[src/shared/fiec_defines.svh]
// Register map, field positions, codes and timing figures of the
// flash erase/write controller; included by the design and bench.
`ifndef FIEC_DEFINES_SVH
`define FIEC_DEFINES_SVH
`define FIEC_A_CTRL0 6'h00
`define FIEC_A_CTRL2 6'h04
`define FIEC_A_ADRL 6'h08
`define FIEC_A_ADRH 6'h0C
`define FIEC_A_D0L 6'h10
`define FIEC_A_D0H 6'h14
`define FIEC_A_D3H 6'h2C
`define FIEC_B_PEN 7
`define FIEC_F_MODE 6:4
`define FIEC_B_TRIG 3
`define FIEC_B_START 2
`define FIEC_B_TSEL 1
`define FIEC_B_CLR 0
`define FIEC_M_WRITE 3'h0
`define FIEC_M_ERASE 3'h1
`define FIEC_M_UNLOCK 3'h6
`define FIEC_PAT_D1L 8'h00
`define FIEC_PAT_D2L 8'h0D
`define FIEC_PAT_D3L 8'hC3
`define FIEC_PAT_D1H 8'h04
`define FIEC_PAT_D2H 8'h09
`define FIEC_PAT_D3H 8'h40
`define FIEC_LAST 5'h1F
`define FIEC_T_ER0_US 3200
`define FIEC_T_WR0_US 2200
`define FIEC_T_ER1_US 3700
`define FIEC_T_WR1_US 3000
`define FIEC_CLK_MHZ 25
`define FIEC_UNLOCK_CYC 1024
`endif

[src/shared/fiec_pkg.sv]
// Types shared by the flash erase/write controller and its bench.
// Assumes the defines header supplies all numeric constants.
`default_nettype none
package fiec_pkg;
  typedef enum logic [1:0]
  {
    fiec_st_idle,
    fiec_st_unlock,
    fiec_st_erase,
    fiec_st_prog
  } fiec_state_t;
endpackage
`default_nettype wire

[src/design/fiec_top.sv]
// Flash erase/write controller: unlock guard, page buffer, timed
// erase and write launch. Assumes an Avalon-MM master on sys_clk.
`timescale 1ns/1ps
`default_nettype none
`include "fiec_defines.svh"

// Function
// - Unlock accepted only with unlock mode code.
// - Trigger starts a bounded unlock timer.
// - Timer expiry clears trigger by hardware.
// - Matching pattern sets program enable flag.
// - Wrong pattern leaves erase/write disabled.
// - Software clearing enable disables at once.
// - No erase or write without enable.
// - Word0 high writes tag address, then increment.
// - Tag address holds at page last word.
// - Only tagged addresses are erased.
// - Buffer holds 32 words of one page.
// - Buffer address advances after each load below the last word.
// - Buffer address stops at last word.
// - Erase mode launch erases, clears start.
// - Write mode launch programs, clears start.
// - CPU stalled while operation runs.
// - Start-high time follows time select.
// - High byte write loads word, bumps address.
// - Erase 3.2/3.7 ms, write 2.2/3.0 ms.
// - Buffer clear bit self-clears when done.
module fiec_top #(
  parameter int unsigned ER0_CYC = `FIEC_T_ER0_US * `FIEC_CLK_MHZ,
  parameter int unsigned WR0_CYC = `FIEC_T_WR0_US * `FIEC_CLK_MHZ,
  parameter int unsigned ER1_CYC = `FIEC_T_ER1_US * `FIEC_CLK_MHZ,
  parameter int unsigned WR1_CYC = `FIEC_T_WR1_US * `FIEC_CLK_MHZ,
  parameter int unsigned UNLOCK_CYC = `FIEC_UNLOCK_CYC
) (
  input wire logic sys_clk,
  input wire logic rst_n,
  input wire logic [5:0] avs_address,
  input wire logic avs_read,
  input wire logic avs_write,
  input wire logic [31:0] avs_writedata,
  input wire logic [3:0] avs_byteenable,
  output logic [31:0] avs_readdata,
  output logic avs_waitrequest,
  output logic cpu_stall_q,
  output logic fl_erase_q,
  output logic fl_prog_q,
  output logic [7:0] fl_page_q,
  output logic [31:0] fl_mask_q,
  output logic fl_wstb_q,
  output logic [4:0] fl_widx_q,
  output logic [15:0] fl_wdata_q
);

  fiec_pkg::fiec_state_t st_q;
  logic wait_q;
  logic [31:0] rdat_q;
  logic [2:0] mode_q;
  logic trig_q;
  logic start_q;
  logic pen_q;
  logic tsel_q;
  logic clr_q;
  logic [12:0] adr_q;
  logic [7:0] dat_q [0:7];
  logic [15:0] buf_q [0:31];
  logic [31:0] tag_q;
  logic [31:0] cnt_q;
  logic str_q;
  logic [4:0] sidx_q;
  logic req;
  logic acc;
  logic wr;
  logic [7:0] wb;
  logic [2:0] wmode;
  logic ld_word;
  logic ulk_go;
  logic op_go;
  logic ulk_end;
  logic op_end;
  logic busy;
  logic pat_ok;
  logic [7:0] rmux;

  // Operation length in cycles for the selected kind and timing.
  function automatic logic [31:0] op_len(input logic erase,
                                         input logic tsel);
    if (erase)
    begin
      op_len = tsel ? ER1_CYC : ER0_CYC;
    end
    else
    begin
      op_len = tsel ? WR1_CYC : WR0_CYC;
    end
  endfunction

  assign req = avs_read | avs_write;
  assign acc = req & ~wait_q;
  assign wr = acc & avs_write & avs_byteenable[0];
  assign wb = avs_writedata[7:0];
  assign wmode = wb[`FIEC_F_MODE];
  assign busy = (st_q == fiec_pkg::fiec_st_erase) ||
                (st_q == fiec_pkg::fiec_st_prog);
  assign ulk_end = (st_q == fiec_pkg::fiec_st_unlock) &&
                   (cnt_q == 32'h0000_0000);
  assign op_end = busy && (cnt_q == 32'h0000_0000);
  // Unlock mode gate
  // mode must be unlock code
  assign ulk_go = wr && (avs_address == `FIEC_A_CTRL0) &&
                  wb[`FIEC_B_TRIG] && (wmode == `FIEC_M_UNLOCK) &&
                  (st_q == fiec_pkg::fiec_st_idle);
  // Launch refused unless enabled
  // enable flag gates launch
  assign op_go = wr && (avs_address == `FIEC_A_CTRL0) &&
                 wb[`FIEC_B_START] && pen_q && !ulk_go &&
                 (st_q == fiec_pkg::fiec_st_idle) &&
                 (wmode == `FIEC_M_WRITE || wmode == `FIEC_M_ERASE);
  assign ld_word = wr && (avs_address == `FIEC_A_D0H);
  assign pat_ok = dat_q[2] == `FIEC_PAT_D1L &&
                  dat_q[4] == `FIEC_PAT_D2L &&
                  dat_q[6] == `FIEC_PAT_D3L &&
                  dat_q[3] == `FIEC_PAT_D1H &&
                  dat_q[5] == `FIEC_PAT_D2H &&
                  dat_q[7] == `FIEC_PAT_D3H;

  always_comb
  begin
    rmux = 8'h00;
    unique case (avs_address)
      `FIEC_A_CTRL0: rmux = {pen_q, mode_q, trig_q, start_q, 2'b00};
      `FIEC_A_CTRL2: rmux = {6'h00, tsel_q, clr_q};
      `FIEC_A_ADRL: rmux = adr_q[7:0];
      `FIEC_A_ADRH: rmux = {3'h0, adr_q[12:8]};
      default:
      begin
        if (avs_address >= `FIEC_A_D0L && avs_address <= `FIEC_A_D3H)
        begin
          rmux = dat_q[3'(avs_address[5:2] - 4'h4)];
        end
      end
    endcase
  end

  // One wait cycle per access; held high while the array is busy,
  // which is also how the CPU bus is frozen.
  always_ff @(posedge sys_clk)
  begin
    if (!rst_n)
    begin
      wait_q <= 1'b1;
      rdat_q <= 32'h0000_0000;
    end
    else
    begin
      wait_q <= ~(req & wait_q & ~busy);
      if (req && wait_q)
      begin
        rdat_q <= {24'h00_0000, rmux};
      end
    end
  end

  always_ff @(posedge sys_clk)
  begin
    if (!rst_n)
    begin
      mode_q <= `FIEC_M_WRITE;
      tsel_q <= 1'b0;
      clr_q <= 1'b0;
    end
    else
    begin
      if (wr && avs_address == `FIEC_A_CTRL0)
      begin
        mode_q <= wmode;
      end
      if (wr && avs_address == `FIEC_A_CTRL2)
      begin
        tsel_q <= wb[`FIEC_B_TSEL];
      end
      if (wr && avs_address == `FIEC_A_CTRL2 && wb[`FIEC_B_CLR])
      begin
        clr_q <= 1'b1;
      end
      else if (clr_q)
      begin
        clr_q <= 1'b0;
      end
    end
  end

  // Hardware set wins over a software clear in the same cycle.
  always_ff @(posedge sys_clk)
  begin
    if (!rst_n)
    begin
      pen_q <= 1'b0;
    end
    else if (ulk_end && pat_ok)
    begin
      pen_q <= 1'b1;
    end
    else if (wr && avs_address == `FIEC_A_CTRL0 && !wb[`FIEC_B_PEN])
    begin
      pen_q <= 1'b0;
    end
  end

  always_ff @(posedge sys_clk)
  begin
    if (!rst_n)
    begin
      st_q <= fiec_pkg::fiec_st_idle;
      cnt_q <= 32'h0000_0000;
      trig_q <= 1'b0;
      start_q <= 1'b0;
      fl_erase_q <= 1'b0;
      fl_prog_q <= 1'b0;
      fl_page_q <= 8'h00;
      fl_mask_q <= 32'h0000_0000;
      cpu_stall_q <= 1'b0;
    end
    else
    begin
      unique case (st_q)
        fiec_pkg::fiec_st_idle:
        begin
          if (ulk_go)
          begin
            st_q <= fiec_pkg::fiec_st_unlock;
            trig_q <= 1'b1;
            cnt_q <= UNLOCK_CYC - 32'h1;
          end
          else if (op_go)
          begin
            st_q <= (wmode == `FIEC_M_ERASE) ?
                    fiec_pkg::fiec_st_erase : fiec_pkg::fiec_st_prog;
            start_q <= 1'b1;
            cnt_q <= op_len(wmode == `FIEC_M_ERASE, tsel_q) - 32'h1;
            fl_erase_q <= (wmode == `FIEC_M_ERASE);
            fl_prog_q <= (wmode == `FIEC_M_WRITE);
            fl_page_q <= adr_q[12:5];
            fl_mask_q <= tag_q;
            cpu_stall_q <= 1'b1;
          end
        end
        fiec_pkg::fiec_st_unlock:
        begin
          if (cnt_q == 32'h0000_0000)
          begin
            st_q <= fiec_pkg::fiec_st_idle;
            trig_q <= 1'b0;
          end
          else
          begin
            cnt_q <= cnt_q - 32'h1;
          end
        end
        fiec_pkg::fiec_st_erase, fiec_pkg::fiec_st_prog:
        begin
          if (cnt_q == 32'h0000_0000)
          begin
            st_q <= fiec_pkg::fiec_st_idle;
            start_q <= 1'b0;
            fl_erase_q <= 1'b0;
            fl_prog_q <= 1'b0;
            cpu_stall_q <= 1'b0;
          end
          else
          begin
            cnt_q <= cnt_q - 32'h1;
          end
        end
      endcase
    end
  end

  // Address register and tag mask share the load path.
  always_ff @(posedge sys_clk)
  begin
    if (!rst_n)
    begin
      adr_q <= 13'h0000;
      tag_q <= 32'h0000_0000;
      for (int i = 0; i < 8; i++)
      begin
        dat_q[i] <= 8'h00;
      end
    end
    else
    begin
      if (wr && avs_address >= `FIEC_A_D0L &&
          avs_address <= `FIEC_A_D3H)
      begin
        dat_q[3'(avs_address[5:2] - 4'h4)] <= wb;
      end
      if (wr && avs_address == `FIEC_A_ADRL)
      begin
        adr_q[7:0] <= wb;
      end
      if (wr && avs_address == `FIEC_A_ADRH)
      begin
        adr_q[12:8] <= wb[4:0];
      end
      if (clr_q)
      begin
        tag_q <= 32'h0000_0000;
      end
      if (ld_word)
      begin
        tag_q[adr_q[4:0]] <= 1'b1;
        if (adr_q[4:0] != `FIEC_LAST)
        begin
          adr_q <= adr_q + 13'h0001;
        end
      end
    end
  end

  always_ff @(posedge sys_clk)
  begin
    if (ld_word)
    begin
      buf_q[adr_q[4:0]] <= {wb, dat_q[0]};
    end
  end

  // Tagged words stream to the array at the start of a write.
  always_ff @(posedge sys_clk)
  begin
    if (!rst_n)
    begin
      str_q <= 1'b0;
      sidx_q <= 5'h00;
      fl_wstb_q <= 1'b0;
      fl_widx_q <= 5'h00;
      fl_wdata_q <= 16'h0000;
    end
    else if (op_go && wmode == `FIEC_M_WRITE)
    begin
      str_q <= 1'b1;
      sidx_q <= 5'h00;
      fl_wstb_q <= 1'b0;
    end
    else if (str_q)
    begin
      fl_wstb_q <= tag_q[sidx_q];
      fl_widx_q <= sidx_q;
      fl_wdata_q <= buf_q[sidx_q];
      str_q <= (sidx_q != `FIEC_LAST);
      sidx_q <= sidx_q + 5'h01;
    end
    else
    begin
      fl_wstb_q <= 1'b0;
    end
  end

  assign avs_readdata = rdat_q;
  assign avs_waitrequest = wait_q;
endmodule
`default_nettype wire

[config.mk]
export PLATFORM = sky130hd
export DESIGN_NAME = fiec_top
export DESIGN_NICKNAME = d
export VERILOG_FILES = /design/src/shared/fiec_pkg.sv /design/src/design/fiec_top.sv
export VERILOG_INCLUDE_DIRS = /design/src /design/src/shared
export SDC_FILE = /design/constraint.sdc
export NUM_CORES = 1
export LEC_CHECK = 0
export ABC_AREA = 1
export BUFFER_PORTS_ARGS = -buffer_cell sky130_fd_sc_hd__buf_2
export CAP_MARGIN = 40
export CORE_UTILIZATION = 40
export DETAILED_ROUTE_END_ITERATION = 6
export PLACE_DENSITY_LB_ADDON = 0.25
export SLEW_MARGIN = 20
export SYNTH_ARGS = -nofsm -noshare
export SYNTH_HDL_FRONTEND = slang
export SYNTH_SLANG_ARGS = --single-unit
[constraint.sdc]
create_clock -name sys_clk -period 2.2 [get_ports sys_clk]
set_input_delay 0.11 -clock sys_clk [delete_from_list [all_inputs] [get_ports sys_clk]]
set_output_delay 0.11 -clock sys_clk [all_outputs]
set_load 0.1 [all_outputs]
# After elaboration in Yosys (flattened, before gate mapping)

Memories as Yosys holds them, arrays and structs flattened. A register that Yosys moved wholly into a read port is not among the register bits.
Cells that the tools add are included.

Add/subtract/negate cells: 5
Magnitude comparators: 5
Equal/unequal tests: 24
Multiplexer cells: 55
Bitwise gates (word level): 14
Reduce and logical (&&, ||, !) cells: 52

Operators by type and width:

| operator                                                                     | count |
|---|---|
| 32-bit 2-to-1 mux                                                            | 10 |
| 32-bit case mux with 2 select lines                                          | 1 |
| 32-bit by 1-bit subtractor with 32-bit output, second input constant         | 2 |
| 17-bit 2-to-1 mux                                                            | 2 |
| 32-bit zero test                                                             | 1 |
| 32-bit OR                                                                    | 1 |
| 8-bit case mux with 4 select lines                                           | 1 |
| 1-bit logical AND                                                            | 28 |
| 13-bit 2-to-1 mux                                                            | 2 |
| 8-bit 2-to-1 mux                                                             | 3 |
| 1-bit 2-to-1 mux                                                             | 23 |
| 8-bit by 4-bit == test with 1-bit output, second input constant              | 2 |
| 15-bit 2-to-1 mux                                                            | 1 |
| 13-bit by 1-bit adder with 13-bit output, second input constant              | 1 |
| 6-bit by 4-bit == test with 1-bit output, second input constant              | 2 |
| 5-bit by 6-bit less-than comparator with 1-bit output, second input constant | 2 |
| 2-bit != test, second input constant                                         | 5 |
| 5-bit != test, second input constant                                         | 2 |
| 8-bit by 3-bit == test with 1-bit output, second input constant              | 1 |
| 8-bit by 7-bit == test with 1-bit output, second input constant              | 1 |
| 8-bit == test, second input constant                                         | 1 |
| 8-bit zero test                                                              | 1 |
| 1-bit case mux with 2 select lines                                           | 4 |
| 8-bit OR reduction                                                           | 1 |
| 33 further kinds                                                             | 57 |

Flip-flop bits (word level): 150
Memory bits (writable): 576
Bits of input ports: 46
Output and inout port bits: 98
Logic and storage cells: 177
Memories: 2

Memories:

| memory | depth | bits a word | read ports | clocked after memory_dff | wr ports | RTL line       | source |
|---|---|---|---|---|---|---|---|
| buf_q  | 32    | 16          | 1          | 1                        | 1        | fiec_top.sv:65 | `logic [15:0] buf_q [0:31];` |
| dat_q  | 8     | 8           | 8          | 0                        | 8        | fiec_top.sv:64 | `logic [7:0] dat_q [0:7];` |

# Depth between registers and ports, before layout

Gate-level depths: netlist of the first run.

Depth after elaboration: 20
Gate-level depth with buffers: 13
Gate-level depth less buffers: 12

# Least setup slack after synthesis of the first run

Ideal clock, no wire load.

Path type: flip-flop to flip-flop
From: register wait_q (netlist: avs_waitrequest)
To: memory buf_q[11][0], enable pin
Library setup time: 0.364 ns
Arrival time: 1.999 ns
Required time: 1.836 ns
Path slack: -0.162 ns
Cell stages (with the launch flop): 6
Buffers on the path: 0
Period minus slack after synthesis: 2.362 ns
Cell sequence: dfxtp_1 -> nor2_1 -> nand4_2 -> nor2_1 -> nand2_1 -> inv_1

Word-level cells in the longest chain between the ends: 7

RTL lines:

| element                                | RTL line        | source |
|---|---|---|
| start: declaration                     | fiec_top.sv:55  | `logic wait_q;` |
| start signal: assignment               | fiec_top.sv:155 | `wait_q <= ~(req & wait_q & ~busy);` |
| 1-bit inverter                         | fiec_top.sv:98  | `assign acc = req & ~wait_q;` |
| 1-bit AND                              | fiec_top.sv:98  |  |
| 1-bit AND (2 in a row)                 | fiec_top.sv:99  | `assign wr = acc & avs_write & avs_byteenable[0];` |
| 1-bit logical AND                      | fiec_top.sv:118 | `` assign ld_word = wr && (avs_address == `FIEC_A_D0H); `` |
| 1-bit 2-to-1 mux                       | fiec_top.sv:322 | `if (ld_word)` |
| 1-bit 2-to-1 mux (implied by the code) | fiec_top.sv:324 | `buf_q[adr_q[4:0]] <= {wb, dat_q[0]};` |
| end: declaration                       | fiec_top.sv:65  |  |

No other way between the ends.

==> results of run 1 <==
## state kept, by name, summed over array words and instances, names as in the netlist
name             cells
start_q              1
st_q                 2
mode_q               3
fl_erase_q           1
tag_q               32
avs_waitrequest      1
fl_wstb_q            1
cnt_q               32
fl_prog_q            1
clr_q                1
str_q                1
dat_q               64
tsel_q               1
pen_q                1
avs_readdata         8
fl_widx_q            5
buf_q              512
fl_wdata_q          16
fl_mask_q           32
fl_page_q            8
adr_q               13
trig_q               1
sidx_q               5
## kinds of logic (layout without fill, tap and decap cells)
logic type      Yosys count  in the layout  synth area share (%)
simple gates           1992           1992                  24.7
flops                   742            742                  61.7
buf+inv                 713            914                  8.47
compound gates          259            259                  4.09
fa+ha+maj                17             17                 0.636
xor+xnor                 16             16                 0.419
other cells               1             24                0.0112
## area by class of cell
cell class                      count  area share (%)
Tap cell                         1070            3.45
Multi-Input combinational cell   2308            25.9
Sequential cell                   742            53.1
Clock buffer                      111            5.89
Clock inverter                     34           0.544
Inverter                          518            5.04
Timing Repair Buffer              251            6.04
## cell usage after synthesis, types with 3 or more instances
master | number | area (um2)
clkinv_1 | 12 | 45.0
buf_2 | 19 | 95.1
edfxtp_1 | 576 | 17300
nand2_1 | 1159 | 4350
clkbuf_1 | 117 | 439
o21ai_1 | 19 | 95.1
nand2_2 | 9 | 56.3
nor4_1 | 3 | 18.8
o21ai_0 | 80 | 400
nand3b_1 | 5 | 37.5
buf_4 | 27 | 203
dfxtp_1 | 166 | 3320
nor3_1 | 22 | 110
nor2_1 | 307 | 1150
a22oi_1 | 4 | 30.0
a31oi_1 | 9 | 56.3
a21oi_1 | 129 | 646
o22ai_1 | 4 | 25.0
buf_6 | 4 | 45.0
buf_1 | 28 | 105
ha_1 | 17 | 213
xor2_1 | 15 | 131
nand4_1 | 21 | 131
o211ai_1 | 10 | 75.1
inv_1 | 501 | 1880
nor2_2 | 9 | 56.3
nand3_1 | 447 | 2240
inv_2 | 4 | 15.0
## power by group
| part | switching, uW | leakage, uW | internal, uW |
|---|---|---|---|
| clock network | 5460 | 0.00123 | 7480 |
| registers | 44.6 | 0.00663 | 15100 |
| logic | 1000 | 0.00913 | 285 |
## per-layer routing
| layer | up-vias | part of all wire (%) |
|---|---|---|
| met2 | 719 | 48 |
| met1 | 11936 | 43 |
| met3 | 195 | 5.7 |
| met4 | 6 | 4.1 |
| li1 | 12353 | - |
| met5 | - | 0.039 |
## repair_timing
item	4_1_cts	5_1_grt
endpoints found under the hold margin	12	0
resized for setup	0	1
endpoints found under the setup margin	0	9
hold buffers	6	0
setup buffers	0	1
## worst max-delay path by stage
stage                                from                           to  cells past startpoint
3_3_place_gp             avs_writedata[4]       cnt_q[19]$_SDFFE_PN0P_                     12
2_1_floorplan  avs_waitrequest$_SDFF_PN1_       buf_q[11][0]$_DFFE_PP_                      5
3_5_place_dp             avs_writedata[4]       cnt_q[19]$_SDFFE_PN0P_                     12
5_1_grt            sidx_q[0]$_SDFFE_PP0P_   fl_wdata_q[3]$_SDFFE_PN0P_                     11
6_report           sidx_q[0]$_SDFFE_PP0P_   fl_wdata_q[8]$_SDFFE_PN0P_                     10
4_1_cts            sidx_q[0]$_SDFFE_PP0P_  fl_wdata_q[13]$_SDFFE_PN0P_                     11
## worst register-to-register path, stage by stage, from the launching register on
cell,delay [ns]
dfxtp_4,0.48
buf_4,0.50
nand2_1,0.17
nand3_1,0.11
nand3_1,0.10
nand3_1,0.12
nand2_1,0.14
nand2_1,0.10
nand2_1,0.06
nor2_1,0.09
nor2_1,0.05
## stage by stage
stage	worst slack, ns	hold slack, ns	total power, uW	area (um2)
after floorplan	0.0799	0.209	16300	33500
after global placement	0.151	0.450	16700	36300
after detailed placement	0.130	0.457	16700	36300
after CTS	0.140	0.0669	29600	38800
after global routing	0.0225	0.0880	30200	38800
final	0.181	0.0858	29400	38800
==> results.yml, run 1 <==
cts:
  cts_buffers: 81
  clockBufferDepth: 3
  root_buffer: "clkbuf_16"
  clk_latency_ns: 0.63
  cts_sinks: 742
  cts.clk_slew.worst_paths_ns: 0.06
  htreeDepth: 3
  tritoncts: "yes"
detailed_routing:
  drt_first_pass_iters: 6
  dr_total_vias: 25209
  wl_per_cell_um: 18.4
  drcViolationCount: 0
  routed_via_density: 5.01
  ant_nets: 0
  wl_mm: 92.4
  drt_iter0_drc: 1948
floorplan:
  die-height_um: 291
  die_x_um: 291
  die_area_mm2: 0.0848
  rows: 105
  initial_utilization_pct: 40.6
  ios: 144
  core_area_mm2: 0.0824
timing:
  final_max_slew_viol_count: 0
  period_share_pct: 91.8
  worst_pin_slew_ns: 0.715
  hold_viol_final: 0
  setup_viol: 0
  clock_skew_ns: 0.0356
  max_slew_margin_pct: 52.4
  finalCriticalPeriod_ns: 2.02
  fin_setup_tns_ns: 0
  max_freq_mhz: 495
  rsz0062_at_grt: "false"
yosys:
  synth.distinct_cells: 42
  netlist_instances: 3740
  ys_seq_elements: 742
  seq_area_frac_synth_pct: 61.7
  avgSynthCellArea_um2: 8.94
  netlist_area_mm2: 0.0334
  async_reset_ff_share_pct: 0
  yosys_warnings: 0
  synth_edf_count: 576
  ys.flop_type: "edfxtp_1"
min_path:
  min-delay-start: "avs_writedata[1]"
  worstHoldEndpoint: "dat_q[0][1]$_SDFFCE_PN0P_"
  holdPathStages: 4
  min_path_type: "input port to register"
placed_design:
  placed_cells_incl_taps: 4882
  io_buffers: 92
  gp_congestion: 0.885
  dp_hpwl_mm: 58.4
global_route:
  grtUsageTotal_pct: 21.7
  grt.overflow.total: 0
  antenna_found_initial: 4
  grt-busiest-layer: "met2"
  met2_usage_pct: 36.1
  met3_usage_pct: 3.91
  grt_pass1_wl_mm: 142
  grt_pass1_vias: 24012
  grt_max_degree: 65
  met1_usage_pct: 27.7
critical_path:
  critPathBufInv: 1
  crit_path_max_incr_delay_ns: 0.50
  rrSetupSlack_ns: 0.18
  cp_slowest_cell: "buf_4"
  path_cells: "buf_4 > nand2_1 > nand3_1 > nand3_1 > nand3_1 > nand2_1 > nand2_1 > nand2_1 > nor2_1 > nor2_1"
  arrival_ns: 2.53
  r2r_start: "sidx_q[0]$_SDFFE_PP0P_"
  required_ns: 2.71
  reg2reg_depth: 10
  end_kind: "register"
  crit_type: "register to register"
  cp-start-kind: "register"
  cp_top_family: "simple AND/OR/NAND/NOR gates"
  crit_fanout: 47
  crit_path_frequent_cell: "nand2_1"
  r2r_end: "fl_wdata_q[8]$_SDFFE_PN0P_"
cells_and_area:
  nets: 3965
  drive_above_1_share_pct: 9.89
  area_delta_synth_final_pct: 16.2
  final-seq-area_mm2: 0.0206
  most-common-layout-cells: "nand2_1 (1159), edfxtp_1 (576), inv_1 (499)"
  multi_input_area_mm2: 0.0101
  nFillCells: 7776
  num_antenna_cells: 0
  utilization_pct: 47.2
  stdcell_count: 5034
  layout.cells.most_common: "nand2_1"
pwr:
  power_leakage_uw: 0.0170
  ir_drop_mv: 0.598
  power_density_mw_per_mm2: 756
outcome:
  outcome: "finished clean"
job:
  maxCapViolCount: 0
No activity file was read; power rests on OpenSTA's default activity.
==> run 2, diff against run 1 <==
Settings changed: ABC_AREA 1 to not set.
==> run 2 against run 1 <==
Net effect:
- the run now ends with setup timing left
- largest cell class unchanged
- clock skew decreased by 0.014 ns
- global-route usage rose by 0.15 points
- final area is 2.7% lower
- worst setup slack lost 0.23 ns
- total power rose by 1.6%
==> results.yml, run 2 <==
outcome:
  outcome: "finished, violations left"
  violations: "setup timing"
global_route:
  grtUsageTotal_pct: 21.8
  grt.overflow.total: 0
  grt_pass1_wl_mm: 127
  grt_max_degree: 88
  grt_pass1_vias: 19876
  antenna_found_initial: 0
timing:
  rsz0062_at_grt: "true"
  max_slew_margin_pct: 47.2
  max_freq_mhz: 445
  final_max_slew_viol_count: 0
  period_share_pct: 102
  setup_viol: 12
  finalCriticalPeriod_ns: 2.25
  worst_slack_ns: -0.0464
  clock_skew_ns: 0.0217
  hold_viol_final: 0
  worst_pin_slew_ns: 0.792
critical_path:
  cp_top_family: "simple AND/OR/NAND/NOR gates"
  cp-start-kind: "register"
  crit_path_max_incr_delay_ns: 0.53
  critPathBufInv: 2
  crit_type: "register to register"
  cp_slowest_cell: "or4_4"
  end_kind: "register"
  crit_fanout: 5
  arrival_ns: 2.76
  crit_path_frequent_cell: "buf_6"
  path_cells: "or4_4 > buf_6 > nor4_4 > and4_4 > buf_6 > nor3_1 > a32o_1"
  rrSetupSlack_ns: -0.05
  required_ns: 2.72
cts:
  cts_buffers: 80
  cts.clk_slew.worst_paths_ns: 0.06
  clockBufferDepth: 3
  htreeDepth: 3
  tritoncts: "yes"
  clk_latency_ns: 0.64
  root_buffer: "clkbuf_16"
  cts_sinks: 742
cells_and_area:
  largest_register_ffs: 512
  multi_input_area_mm2: 0.00984
  utilization_pct: 49.6
  final_area_mm2: 0.0378
  nets: 2493
  final-seq-area_mm2: 0.0206
  stdcell_count: 3528
  layout.cells.most_common: "edfxtp_1"
  drive_above_1_share_pct: 27.5
  most-common-layout-cells: "edfxtp_1 (576), buf_4 (191), dfxtp_1 (159)"
  nFillCells: 6527
  num_antenna_cells: 0
  area_delta_synth_final_pct: 22.4
pwr:
  swShare_pct: 21.5
  p_sw_uw: 6410
  internal_power_uw: 23400
  power_leakage_uw: 0.0128
  pwr-share-seq_pct: 50.7
  power_frac_comb_pct: 3.2
  p_clk_share_pct: 46.1
  power_density_mw_per_mm2: 790
  ir_drop_mv: 0.609
yosys:
  synth_top_area_share_pct: 56.0
  async_reset_ff_share_pct: 0
  ys.flop_type: "edfxtp_1"
  synth.most_common_cell: "edfxtp_1"
  seq_area_frac_synth_pct: 66.8
  yosys_warnings: 0
  avgSynthCellArea_um2: 14.5
  yosys.area.top_type: "edfxtp_1"
  synth_area_leaders: "edfxtp_1 (56%), dfxtp_1 (11%), mux4_2 (7.8%)"
  ys_seq_elements: 742
  netlist_instances: 2130
  netlist_area_mm2: 0.0309
  synth_edf_count: 576
  synth.distinct_cells: 82
  synth_common_cells: "edfxtp_1 (576), dfxtp_1 (166), nor2_1 (131), nand2_1 (122), a21oi_1 (111)"
placed_design:
  placed_cells_incl_taps: 3356
  place_ws_ns: -0.231
  dp_hpwl_mm: 55.6
  placedInstanceArea_mm2: 0.0346
  gp_congestion: 0.864
  io_buffers: 92
detailed_routing:
  drt_first_pass_iters: 6
  drcViolationCount: 0
  ant_nets: 0
  wl_per_cell_um: 24.3
  routed_via_density: 5.61
  dr_total_vias: 19793
  wl_mm: 85.9
  drt_iter0_drc: 1870
floorplan:
  core_area_mm2: 0.0762
  initial_utilization_pct: 40.5
  die-height_um: 280
  die_area_mm2: 0.0783
  die_x_um: 280
  rows: 101
  ios: 144
job:
  maxCapViolCount: 0
min_path:
  min_path_type: "input port to register"
[run 2: power by group through the flow]
stage	Sequential [uW]	Clock (uW)	Combinational, uW
after global placement	15400	0	916
after CTS	15100	14000	945
final	15100	13800	955
after global routing	15100	14500	995
after detailed placement	15400	0	928
after floorplan	15600	0	454
[run 2: routing by layer]
| metal | wire [um] | vias up | GRT usage, % |
|---|---|---|---|
| met5 | 0 | - | 0 |
| met4 | 1990 | 0 | 6.47 |
| met3 | 6060 | 111 | 4.64 |
| met2 | 39400 | 684 | 33.6 |
| met1 | 38400 | 10156 | 31.1 |
| li1 | - | 8842 | - |
[run 2: final timing paths]
check | startpoint | end | depth (start not counted)
max | cnt_q[8]$_SDFFE_PN0P_ | cnt_q[26]$_SDFFE_PN0P_ | 7
min | avs_writedata[7] | buf_q[7][15]$_DFFE_PP_ | 1
max reg2reg | cnt_q[8]$_SDFFE_PN0P_ | cnt_q[26]$_SDFFE_PN0P_ | 7
min reg2reg | fl_mask_q[18]$_SDFFE_PN0P_ | fl_mask_q[18]$_SDFFE_PN0P_ | 2
[run 2: per-stage QoR]
step | TNS [ns] | hold slack [ns] | total power [uW]
after detailed placement | -16.27 | 0.445 | 16400
after global placement | -10.29 | 0.441 | 16300
after CTS | -0.0383 | 0.00910 | 30100
final | -0.245 | 0.0447 | 29800
after floorplan | -82.50 | 0.209 | 16000
after global routing | -1.99 | 0.0202 | 30700
[run 2: area by class of cell]
| type | instances | share of cell area, % |
|---|---|---|
| clock buffer | 98 | 5.64 |
| clock inverter | 52 | 1.51 |
| inverter | 13 | 0.129 |
| multi-input combinational | 1233 | 26.0 |
| sequential | 742 | 54.6 |
| tap | 1030 | 3.41 |
| timing repair buffer | 360 | 8.69 |
[run 2: cells by family after synthesis]
logic type	share of synthesized area, %
simple gates	9.70
xor+xnor	0.142
buf+inv	2.55
mux	11.6
flops	66.8
other cells	0.0121
compound gates	8.55
fa+ha+maj	0.689
[run 2: timing repair]
action | in CTS | in global routing
gates cloned | 0 | 2
hold buffers | 7 | 0
endpoints found under the hold margin | 20 | 0
pin swaps | 5 | 22
setup buffers | 4 | 9
gates resized for setup | 15 | 56
endpoints found under the setup margin | 80 | 120
